<file path="src/rtl/aof_pkg.sv">
// package: constants and types of the adc output formatter
package aof_pkg;
	localparam int DATA_W = 14;
	localparam int RAW_W = 16;
	localparam int CORR_W = 17;
	localparam int LFSR_W = 15;
	localparam int STAT_W = 2;
	localparam int CTRL_W = 6;

	// register byte offsets
	localparam logic [7:0] REG_CTRL = 8'h00;
	localparam logic [7:0] REG_STAT = 8'h04;
	localparam logic [7:0] REG_MASK = 8'h08;
	localparam logic [7:0] REG_LAST = 8'h0C;

	// control field positions
	localparam int CTRL_FMT_LO = 0;
	localparam int CTRL_OM_LO = 2;
	localparam int CTRL_SCR_BIT = 4;
	localparam int CTRL_DITH_BIT = 5;

	// status and mask bit positions
	localparam int STAT_OVR_BIT = 0;
	localparam int STAT_SMP_BIT = 1;

	// reset values
	localparam logic [CTRL_W-1:0] CTRL_RST = 6'h00;
	localparam logic [STAT_W-1:0] MASK_RST = 2'h0;
	localparam logic [LFSR_W-1:0] LFSR_SEED = 15'h0001;

	// code range of a 14-bit two's complement result
	localparam logic signed [CORR_W-1:0] CODE_MAX = 17'sh01FFF;
	localparam logic signed [CORR_W-1:0] CODE_MIN = 17'sh1E000;
	localparam logic [DATA_W-1:0] CLAMP_HI = 14'h1FFF;
	localparam logic [DATA_W-1:0] CLAMP_LO = 14'h2000;
	localparam logic [DATA_W-1:0] MSB_FLIP = 14'h2000;

	// output mode, coded as the four-level mode select
	typedef enum logic [1:0] {
		OM_FULL = 2'h0,
		OM_DEMUX = 2'h1,
		OM_LVDS_LP = 2'h2,
		OM_LVDS = 2'h3
	} aof_omode_type;
endpackage

</file>
<file path="src/rtl/aof_top.sv">
// module: adc output formatter with apb control and sample buses
//
// Design decisions made here: the register addresses and register access over APB.
`timescale 1ns/1ps
`default_nettype none

module aof_top (
	// clock and reset
	input wire logic pclk,
	input wire logic presetn,
	// apb slave
	input wire logic psel,
	input wire logic penable,
	input wire logic pwrite,
	input wire logic [7:0] paddr,
	input wire logic [31:0] pwdata,
	output logic [31:0] prdata,
	output logic pready,
	output logic pslverr,
	// converter core
	input wire logic encode_clock_in,
	input wire logic signed [15:0] conv_result,
	output logic [13:0] dither_dac,
	output logic duty_stab_en,
	output logic lvds_enable,
	output logic lvds_low_power,
	// sample outputs
	output logic [13:0] bus_a_data,
	output logic [13:0] bus_b_data,
	output logic bus_a_range_flag,
	output logic bus_b_range_flag,
	output logic over_range_flag_p,
	output logic over_range_flag_n,
	output logic forwarded_clock_a,
	output logic forwarded_clock_b,
	// interrupt
	output logic irq
);

	function automatic logic f_mapped(input logic [7:0] a);
		f_mapped = (a == aof_pkg::REG_CTRL) || (a == aof_pkg::REG_STAT) ||
			(a == aof_pkg::REG_MASK) || (a == aof_pkg::REG_LAST);
	endfunction

	function automatic logic [13:0] f_scr(input logic [13:0] d, input logic en);
		f_scr = en ? {d[13:1] ^ {13{d[0]}}, d[0]} : d;
	endfunction

	////////////////////////////////////////////////////////////////////////
	// encode clock sampling
	logic [2:0] enc_sync_ff;
	logic [2:0] nxt_enc_sync;
	logic enc_lvl_ff;
	logic nxt_enc_lvl;
	logic enc_rise;
	logic enc_fall;

	// a level counts only once the second and third stages agree
	always_comb begin
		nxt_enc_sync = {enc_sync_ff[1:0], encode_clock_in};
		nxt_enc_lvl = enc_lvl_ff;
		if (enc_sync_ff[1] == enc_sync_ff[2]) begin
			nxt_enc_lvl = enc_sync_ff[2];
		end
		enc_rise = nxt_enc_lvl & ~enc_lvl_ff;
		enc_fall = ~nxt_enc_lvl & enc_lvl_ff;
	end

	always_ff @(posedge pclk or negedge presetn) begin
		if (!presetn) begin
			enc_sync_ff <= 3'h0;
			enc_lvl_ff <= 1'b0;
		end else begin
			enc_sync_ff <= nxt_enc_sync;
			enc_lvl_ff <= nxt_enc_lvl;
		end
	end

	////////////////////////////////////////////////////////////////////////
	// apb registers
	logic [5:0] ctrl_ff;
	logic [5:0] nxt_ctrl;
	logic [1:0] mask_ff;
	logic [1:0] nxt_mask;
	logic [1:0] stat_ff;
	logic [1:0] nxt_stat;
	logic [31:0] prdata_ff;
	logic [31:0] nxt_prdata;
	logic pslverr_ff;
	logic nxt_pslverr;
	logic pready_ff;
	logic irq_ff;
	logic nxt_irq;
	logic [1:0] stat_set;
	logic [13:0] pend_data_ff;
	logic pend_flag_ff;
	logic apb_acc;

	always_comb begin
		apb_acc = psel & penable & pready_ff;
		nxt_ctrl = ctrl_ff;
		nxt_mask = mask_ff;
		nxt_prdata = prdata_ff;
		nxt_pslverr = pslverr_ff;
		// read data is staged in the setup cycle so the slave needs no wait
		if (psel && !penable) begin
			nxt_pslverr = !f_mapped(paddr);
			unique case (paddr)
				aof_pkg::REG_CTRL: nxt_prdata = {26'h0, ctrl_ff};
				aof_pkg::REG_STAT: nxt_prdata = {30'h0, stat_ff};
				aof_pkg::REG_MASK: nxt_prdata = {30'h0, mask_ff};
				aof_pkg::REG_LAST: nxt_prdata = {17'h0, pend_flag_ff, pend_data_ff};
				default: nxt_prdata = 32'h0;
			endcase
		end
		if (apb_acc && pwrite && paddr == aof_pkg::REG_CTRL) begin
			nxt_ctrl = pwdata[5:0];
		end
		if (apb_acc && pwrite && paddr == aof_pkg::REG_MASK) begin
			nxt_mask = pwdata[1:0];
		end
		// only bits that were read get cleared, and a new event wins
		nxt_stat = stat_ff;
		if (apb_acc && !pwrite && paddr == aof_pkg::REG_STAT) begin
			nxt_stat = stat_ff & ~prdata_ff[1:0];
		end
		nxt_stat = nxt_stat | stat_set;
		nxt_irq = |(stat_ff & mask_ff);
	end

	always_ff @(posedge pclk or negedge presetn) begin
		if (!presetn) begin
			ctrl_ff <= aof_pkg::CTRL_RST;
			mask_ff <= aof_pkg::MASK_RST;
			stat_ff <= 2'h0;
			prdata_ff <= 32'h0;
			pslverr_ff <= 1'b0;
			pready_ff <= 1'b0;
			irq_ff <= 1'b0;
		end else begin
			ctrl_ff <= nxt_ctrl;
			mask_ff <= nxt_mask;
			stat_ff <= nxt_stat;
			prdata_ff <= nxt_prdata;
			pslverr_ff <= nxt_pslverr;
			pready_ff <= 1'b1;
			irq_ff <= nxt_irq;
		end
	end

	////////////////////////////////////////////////////////////////////////
	// sample path and output stage
	aof_pkg::aof_omode_type om;
	logic twos;
	logic scr_en;
	logic dith_en;
	logic demux;
	logic lvds;
	logic signed [16:0] corr;
	logic ovr;
	logic [13:0] clamped;
	logic [13:0] fmtd;
	logic out_upd;
	logic [14:0] lfsr_ff;
	logic [14:0] nxt_lfsr;
	logic [13:0] dither_ff;
	logic [13:0] nxt_dither;
	logic [13:0] nxt_pend_data;
	logic nxt_pend_flag;
	logic [13:0] holdb_data_ff;
	logic [13:0] nxt_holdb_data;
	logic holdb_flag_ff;
	logic nxt_holdb_flag;
	logic phase_ff;
	logic nxt_phase;
	logic [13:0] bus_a_ff;
	logic [13:0] nxt_bus_a;
	logic [13:0] bus_b_ff;
	logic [13:0] nxt_bus_b;
	logic flag_a_ff;
	logic nxt_flag_a;
	logic flag_b_ff;
	logic nxt_flag_b;
	logic ovr_p_ff;
	logic nxt_ovr_p;
	logic clk_a_ff;
	logic nxt_clk_a;
	logic clk_b_ff;
	logic ovr_n_ff;
	logic dcs_ff;
	logic lvds_en_ff;
	logic lvds_lp_ff;

	always_comb begin
		om = aof_pkg::aof_omode_type'(ctrl_ff[aof_pkg::CTRL_OM_LO +: 2]);
		twos = ctrl_ff[aof_pkg::CTRL_FMT_LO + 1];
		scr_en = ctrl_ff[aof_pkg::CTRL_SCR_BIT];
		dith_en = ctrl_ff[aof_pkg::CTRL_DITH_BIT];
		demux = (om == aof_pkg::OM_DEMUX);
		lvds = ctrl_ff[aof_pkg::CTRL_OM_LO + 1];
		// the value now on the dither dac is the one to take back out
		corr = {conv_result[15], conv_result} -
			(dith_en ? {3'h0, dither_ff} : 17'sh00000);
		ovr = (corr > aof_pkg::CODE_MAX) || (corr < aof_pkg::CODE_MIN);
		clamped = corr[13:0];
		if (ovr) begin
			clamped = corr[16] ? aof_pkg::CLAMP_LO : aof_pkg::CLAMP_HI;
		end
		fmtd = twos ? clamped : clamped ^ aof_pkg::MSB_FLIP;
		// demux updates only when clock A is about to fall
		out_upd = enc_fall & (~demux | ~phase_ff);
		nxt_lfsr = lfsr_ff;
		nxt_dither = dither_ff;
		nxt_pend_data = pend_data_ff;
		nxt_pend_flag = pend_flag_ff;
		nxt_holdb_data = holdb_data_ff;
		nxt_holdb_flag = holdb_flag_ff;
		nxt_phase = demux ? phase_ff : 1'b0;
		nxt_clk_a = clk_a_ff;
		if (enc_rise) begin
			nxt_lfsr = {lfsr_ff[13:0], lfsr_ff[14] ^ lfsr_ff[13]};
			nxt_dither = dith_en ? nxt_lfsr[13:0] : 14'h0000;
			if (demux && phase_ff) begin
				nxt_holdb_data = fmtd;
				nxt_holdb_flag = ovr;
			end else begin
				nxt_pend_data = fmtd;
				nxt_pend_flag = ovr;
			end
			nxt_phase = demux & ~phase_ff;
			if (!demux) begin
				nxt_clk_a = 1'b1;
			end
		end
		if (enc_fall) begin
			nxt_clk_a = demux ? phase_ff : 1'b0;
		end
		nxt_bus_a = bus_a_ff;
		nxt_bus_b = bus_b_ff;
		nxt_flag_a = flag_a_ff;
		nxt_flag_b = flag_b_ff;
		nxt_ovr_p = ovr_p_ff;
		stat_set = 2'h0;
		if (out_upd) begin
			// lsb, flags and clocks bypass the scrambler
			nxt_bus_a = f_scr(pend_data_ff, scr_en);
			nxt_bus_b = demux ? f_scr(holdb_data_ff, scr_en) : 14'h0000;
			nxt_flag_a = ~lvds & pend_flag_ff;
			nxt_flag_b = demux & holdb_flag_ff;
			nxt_ovr_p = lvds & pend_flag_ff;
			stat_set[aof_pkg::STAT_SMP_BIT] = 1'b1;
			stat_set[aof_pkg::STAT_OVR_BIT] = pend_flag_ff | (demux & holdb_flag_ff);
		end
	end

	always_ff @(posedge pclk or negedge presetn) begin
		if (!presetn) begin
			lfsr_ff <= aof_pkg::LFSR_SEED;
			dither_ff <= 14'h0000;
			pend_data_ff <= 14'h0000;
			pend_flag_ff <= 1'b0;
			holdb_data_ff <= 14'h0000;
			holdb_flag_ff <= 1'b0;
			phase_ff <= 1'b0;
			bus_a_ff <= 14'h0000;
			bus_b_ff <= 14'h0000;
			flag_a_ff <= 1'b0;
			flag_b_ff <= 1'b0;
			ovr_p_ff <= 1'b0;
			ovr_n_ff <= 1'b1;
			clk_a_ff <= 1'b0;
			clk_b_ff <= 1'b1;
			dcs_ff <= 1'b0;
			lvds_en_ff <= 1'b0;
			lvds_lp_ff <= 1'b0;
		end else begin
			lfsr_ff <= nxt_lfsr;
			dither_ff <= nxt_dither;
			pend_data_ff <= nxt_pend_data;
			pend_flag_ff <= nxt_pend_flag;
			holdb_data_ff <= nxt_holdb_data;
			holdb_flag_ff <= nxt_holdb_flag;
			phase_ff <= nxt_phase;
			bus_a_ff <= nxt_bus_a;
			bus_b_ff <= nxt_bus_b;
			flag_a_ff <= nxt_flag_a;
			flag_b_ff <= nxt_flag_b;
			ovr_p_ff <= nxt_ovr_p;
			ovr_n_ff <= ~nxt_ovr_p;
			clk_a_ff <= nxt_clk_a;
			clk_b_ff <= ~nxt_clk_a;
			dcs_ff <= ctrl_ff[0] ^ ctrl_ff[1];
			lvds_en_ff <= lvds;
			lvds_lp_ff <= (om == aof_pkg::OM_LVDS_LP);
		end
	end

	assign prdata = prdata_ff;
	assign pready = pready_ff;
	assign pslverr = pslverr_ff;
	assign dither_dac = dither_ff;
	assign duty_stab_en = dcs_ff;
	assign lvds_enable = lvds_en_ff;
	assign lvds_low_power = lvds_lp_ff;
	assign bus_a_data = bus_a_ff;
	assign bus_b_data = bus_b_ff;
	assign bus_a_range_flag = flag_a_ff;
	assign bus_b_range_flag = flag_b_ff;
	assign over_range_flag_p = ovr_p_ff;
	assign over_range_flag_n = ovr_n_ff;
	assign forwarded_clock_a = clk_a_ff;
	assign forwarded_clock_b = clk_b_ff;
	assign irq = irq_ff;
endmodule

`default_nettype wire

</file>
<file path="config.mk">
export PLATFORM = sky130hd
export DESIGN_NAME = aof_top
export DESIGN_NICKNAME = d
export VERILOG_FILES = /design/src/rtl/aof_pkg.sv /design/src/rtl/aof_top.sv
export SDC_FILE = /design/constraint.sdc
export NUM_CORES = 1
export LEC_CHECK = 0
export BUFFER_PORTS_ARGS = -buffer_cell sky130_fd_sc_hd__clkbuf_2
export CORE_ASPECT_RATIO = 0.8
export CORE_MARGIN = 1
export CORE_UTILIZATION = 55
export DETAILED_ROUTE_END_ITERATION = 6
export PLACE_DENSITY = 0.82
export SLEW_MARGIN = 25
export SYNTH_ARGS = -nofsm -noshare
export SYNTH_HDL_FRONTEND = slang
export SYNTH_SLANG_ARGS = --single-unit
</file>
<file path="constraint.sdc">
create_clock -name pclk -period 6.9 [get_ports pclk]
set_clock_uncertainty 0.2 [all_clocks]
set_input_delay 1.035 -clock pclk [delete_from_list [all_inputs] [get_ports pclk]]
set_output_delay 1.035 -clock pclk [all_outputs]
set_load 0.05 [all_outputs]
</file>
==> qor.yml <==
status: "completed"
design_area_um2: 7340
drive_gt1_frac: 0.249
synth_area_leaders: "dfrtp_1, nand2_1, o21ai_0"
synth_seq_area_share: 0.526
routed_via_density: 5.63
slew-limit-headroom: 0.371
post_cts_resized: 0
fin_crit_sh: 0.711
reg2reg_to: "holdb_data_ff[2]$_DFFE_PN0P_"
finalWeightedCongestion: 0.858
overflow: 0
grt_pass1_vias: 4455
layout_min_cycle_time_ns: 4.91
cts_max_level: 4
grt_max_degree: 84
yosysMostFrequentCell: "dfrtp_1"
endpoint_kind: "flip-flop"
required_ns: 6.96
slew_viol_final: 0
netlist_area_um2: 6140
synth_area_leader_cell: "dfrtp_1"
setup_viol: 0
cts_buffer_depth: 2
crit_chain: "and2_1, ha_1, inv_1, fa_1, a211oi_2, o211a_1, o22ai_1, o41ai_1, a21oi_1, o311a_1, nor2_1, a21oi_1"
synth_cells: 598
path_max_fanout: 30
post_cts_buffers: 0
clk_latency_ns: 0.42
placement_rows: 34
power_density_nw_per_um2: 303
synth-seq-cells: 129
hp-start: "enc_sync_ff[0]$_DFF_PN0_"
drcViolationCount: 0
drv_cap: 0
setup_tns_ns: 0
drtIter0Drc: 379
fin_util: 0.674
io_pins: 148
num_vias: 4795
synth_common_cells: "dfrtp_1, nand2_1, o21ai_0"
dpl_cell_area_um2: 6680
p_leak_nw: 3.50
r2r_slack_ns: 1.99
reg2regPathDepth: 12
hold_viol_final: 0
wirelength_mm: 14.1
min_path_cells: 0
wl_per_cell_um: 16.6
async_flop_share: 1.00
irDropWorstVdd_v: 0.000196
path_class: "reg2reg"
slowest_delay_ns: 0.95
clkTransAtPathRegs_ns: 0.05
area_growth_pct: 19.5
max_freq_ghz: 0.204
initial_core_util: 0.564
cts_root_buf: "clkbuf_16"
ys_warn_count: 0
grt_util_all_layers: 0.262
dp_hpwl_mm: 9.64
antenna_found_initial: 0
synth_top_cell_area_share: 0.513
final.fill_count: 851
fp.dieH_um: 96.5
ctsHoldBuffers: 0
dieArea_um2: 11600
postSynthAreaPerCell_um2: 10.3
rsz0062_at_grt: "no"
hold_end: "enc_sync_ff[1]$_DFF_PN0_"
synth_flop_cell: "dfrtp_1"
r2r_start: "ctrl_ff[5]$_DFFE_PN0P_"
grt_pass1_wl_mm: 23.0
path_buf_inv: 1
die_x_um: 120
diodes: 0
clock-sinks: 129
dp_slack_ns: 2.10
hp-class: "reg2reg"
cp.arrival_ns: 4.97
cts_buffers: 17
worst_slack_ns: 1.99
coreArea_um2: 10900
final_nets: 772
slowest_stage: "dfrtp_1"
startpoint_type: "flip-flop"
drtAntennaViolNets: 0
synth_edf_count: 0
crit_top_cell: "a21oi_1"
cts_tree: "done"
synth.distinct_cells: 56
worst_pin_slew_ns: 0.943
port_buffers: 104
path_delay_family: "compound AO/OA/AOI/OAI gates"
drt_first_pass_iters: 7
[registers in the layout, indices dropped and copies added (netlist names), 2 cells and up]
| register | count |
|---|---|
| bus_b_data | 14 |
| lfsr_ff | 15 |
| bus_a_data | 14 |
| dither_dac | 14 |
| enc_sync_ff | 3 |
| mask_ff | 2 |
| pend_data_ff | 14 |
| prdata | 15 |
| stat_ff | 2 |
| holdb_data_ff | 14 |
| ctrl_ff | 6 |
[worst reg2reg max path: stages (launching register included)]
cell and delay (ns):
dfrtp_1 0.95, and2_1 0.25, ha_1 0.17, inv_1 0.05, fa_1 0.42, a211oi_2 0.26
o211a_1 0.18, o22ai_1 0.12, o41ai_1 0.57, a21oi_1 0.45, o311a_1 0.39, nor2_1 0.59
a21oi_1 0.17
[per-stage QoR]
step                      hold WS, ns  total power [mW]  instances
after global placement          0.133              1.24        820
after detailed placement        0.138              1.26        820
after global routing            0.154              2.32        851
final                           0.148              2.23        851
after floorplan                 0.131              1.16        614
after CTS                       0.148              2.24        851
[power breakdown]
| part | leakage, nW | switching, mW | total (mW) | internal (mW) |
|---|---|---|---|---|
| clock network | 0.304 | 0.329 | 0.977 | 0.648 |
| registers | 1.69 | 0.0549 | 0.876 | 0.821 |
| logic | 1.51 | 0.276 | 0.372 | 0.0968 |
| total | 3.50 | 0.659 | 2.23 | 1.57 |
[how the worst max path moves through the flow]
stage	start	to	slack (ns)	depth (start not counted)
2_1_floorplan	conv_result[0]	holdb_data_ff[2]$_DFFE_PN0P_	3.10	14
3_3_place_gp	conv_result[0]	holdb_data_ff[12]$_DFFE_PN0P_	2.22	13
3_5_place_dp	ctrl_ff[5]$_DFFE_PN0P_	holdb_data_ff[2]$_DFFE_PN0P_	2.10	12
4_1_cts	ctrl_ff[5]$_DFFE_PN0P_	holdb_data_ff[2]$_DFFE_PN0P_	2.11	12
5_1_grt	ctrl_ff[5]$_DFFE_PN0P_	holdb_data_ff[2]$_DFFE_PN0P_	1.62	12
6_report	ctrl_ff[5]$_DFFE_PN0P_	holdb_data_ff[2]$_DFFE_PN0P_	1.99	12
[logic make-up (layout without fill, tap and decap cells)]
kind of cell | Yosys count | count (layout) | synth area share
simple gates | 175 | 175 | 0.122
compound gates | 156 | 156 | 0.161
flops | 129 | 129 | 0.526
buf+inv | 53 | 146 | 0.0458
xor+xnor | 40 | 40 | 0.0570
mux | 27 | 27 | 0.0532
fa+ha+maj | 16 | 16 | 0.0334
other cells | 2 | 18 | 0.00122
[per-layer routing]
layer / share of wire / wire, um / global-route usage
met1: 0.43 / 6120 / 0.354
met2: 0.49 / 6870 / 0.410
met3: 0.059 / 836 / 0.0622
met4: 0.019 / 267 / 0.111
met5: 0 / 0 / 0
[final cells by class]
cell class,count,area (um^2),area share
clock buffer,18,439,0.0598
clock inverter,13,211,0.0288
inverter,9,33.8,0.00460
multi-input combinational,432,2700,0.368
sequential,129,3230,0.440
tap,144,180,0.0245
timing repair buffer,106,542,0.0738
[placed cells by master, fill, tap and decap left out, drive strengths merged, types with 3 or more instances in the layout]
cell      instances
a21oi            30
bufinv            5
xnor2             9
o21ai            62
clkinv            4
ha               14
nand2           105
clkinvlp          4
dfstp             3
o21a              6
inv               9
nor2b             5
a22oi             4
a22o             13
o31ai            21
conb             18
clkbuf          121
nor2             40
xor2             31
nand2b            6
a21o              4
dfrtp           126
nor3              5
mux2             25
buf               3
No activity file was read; power rests on OpenSTA's default activity.
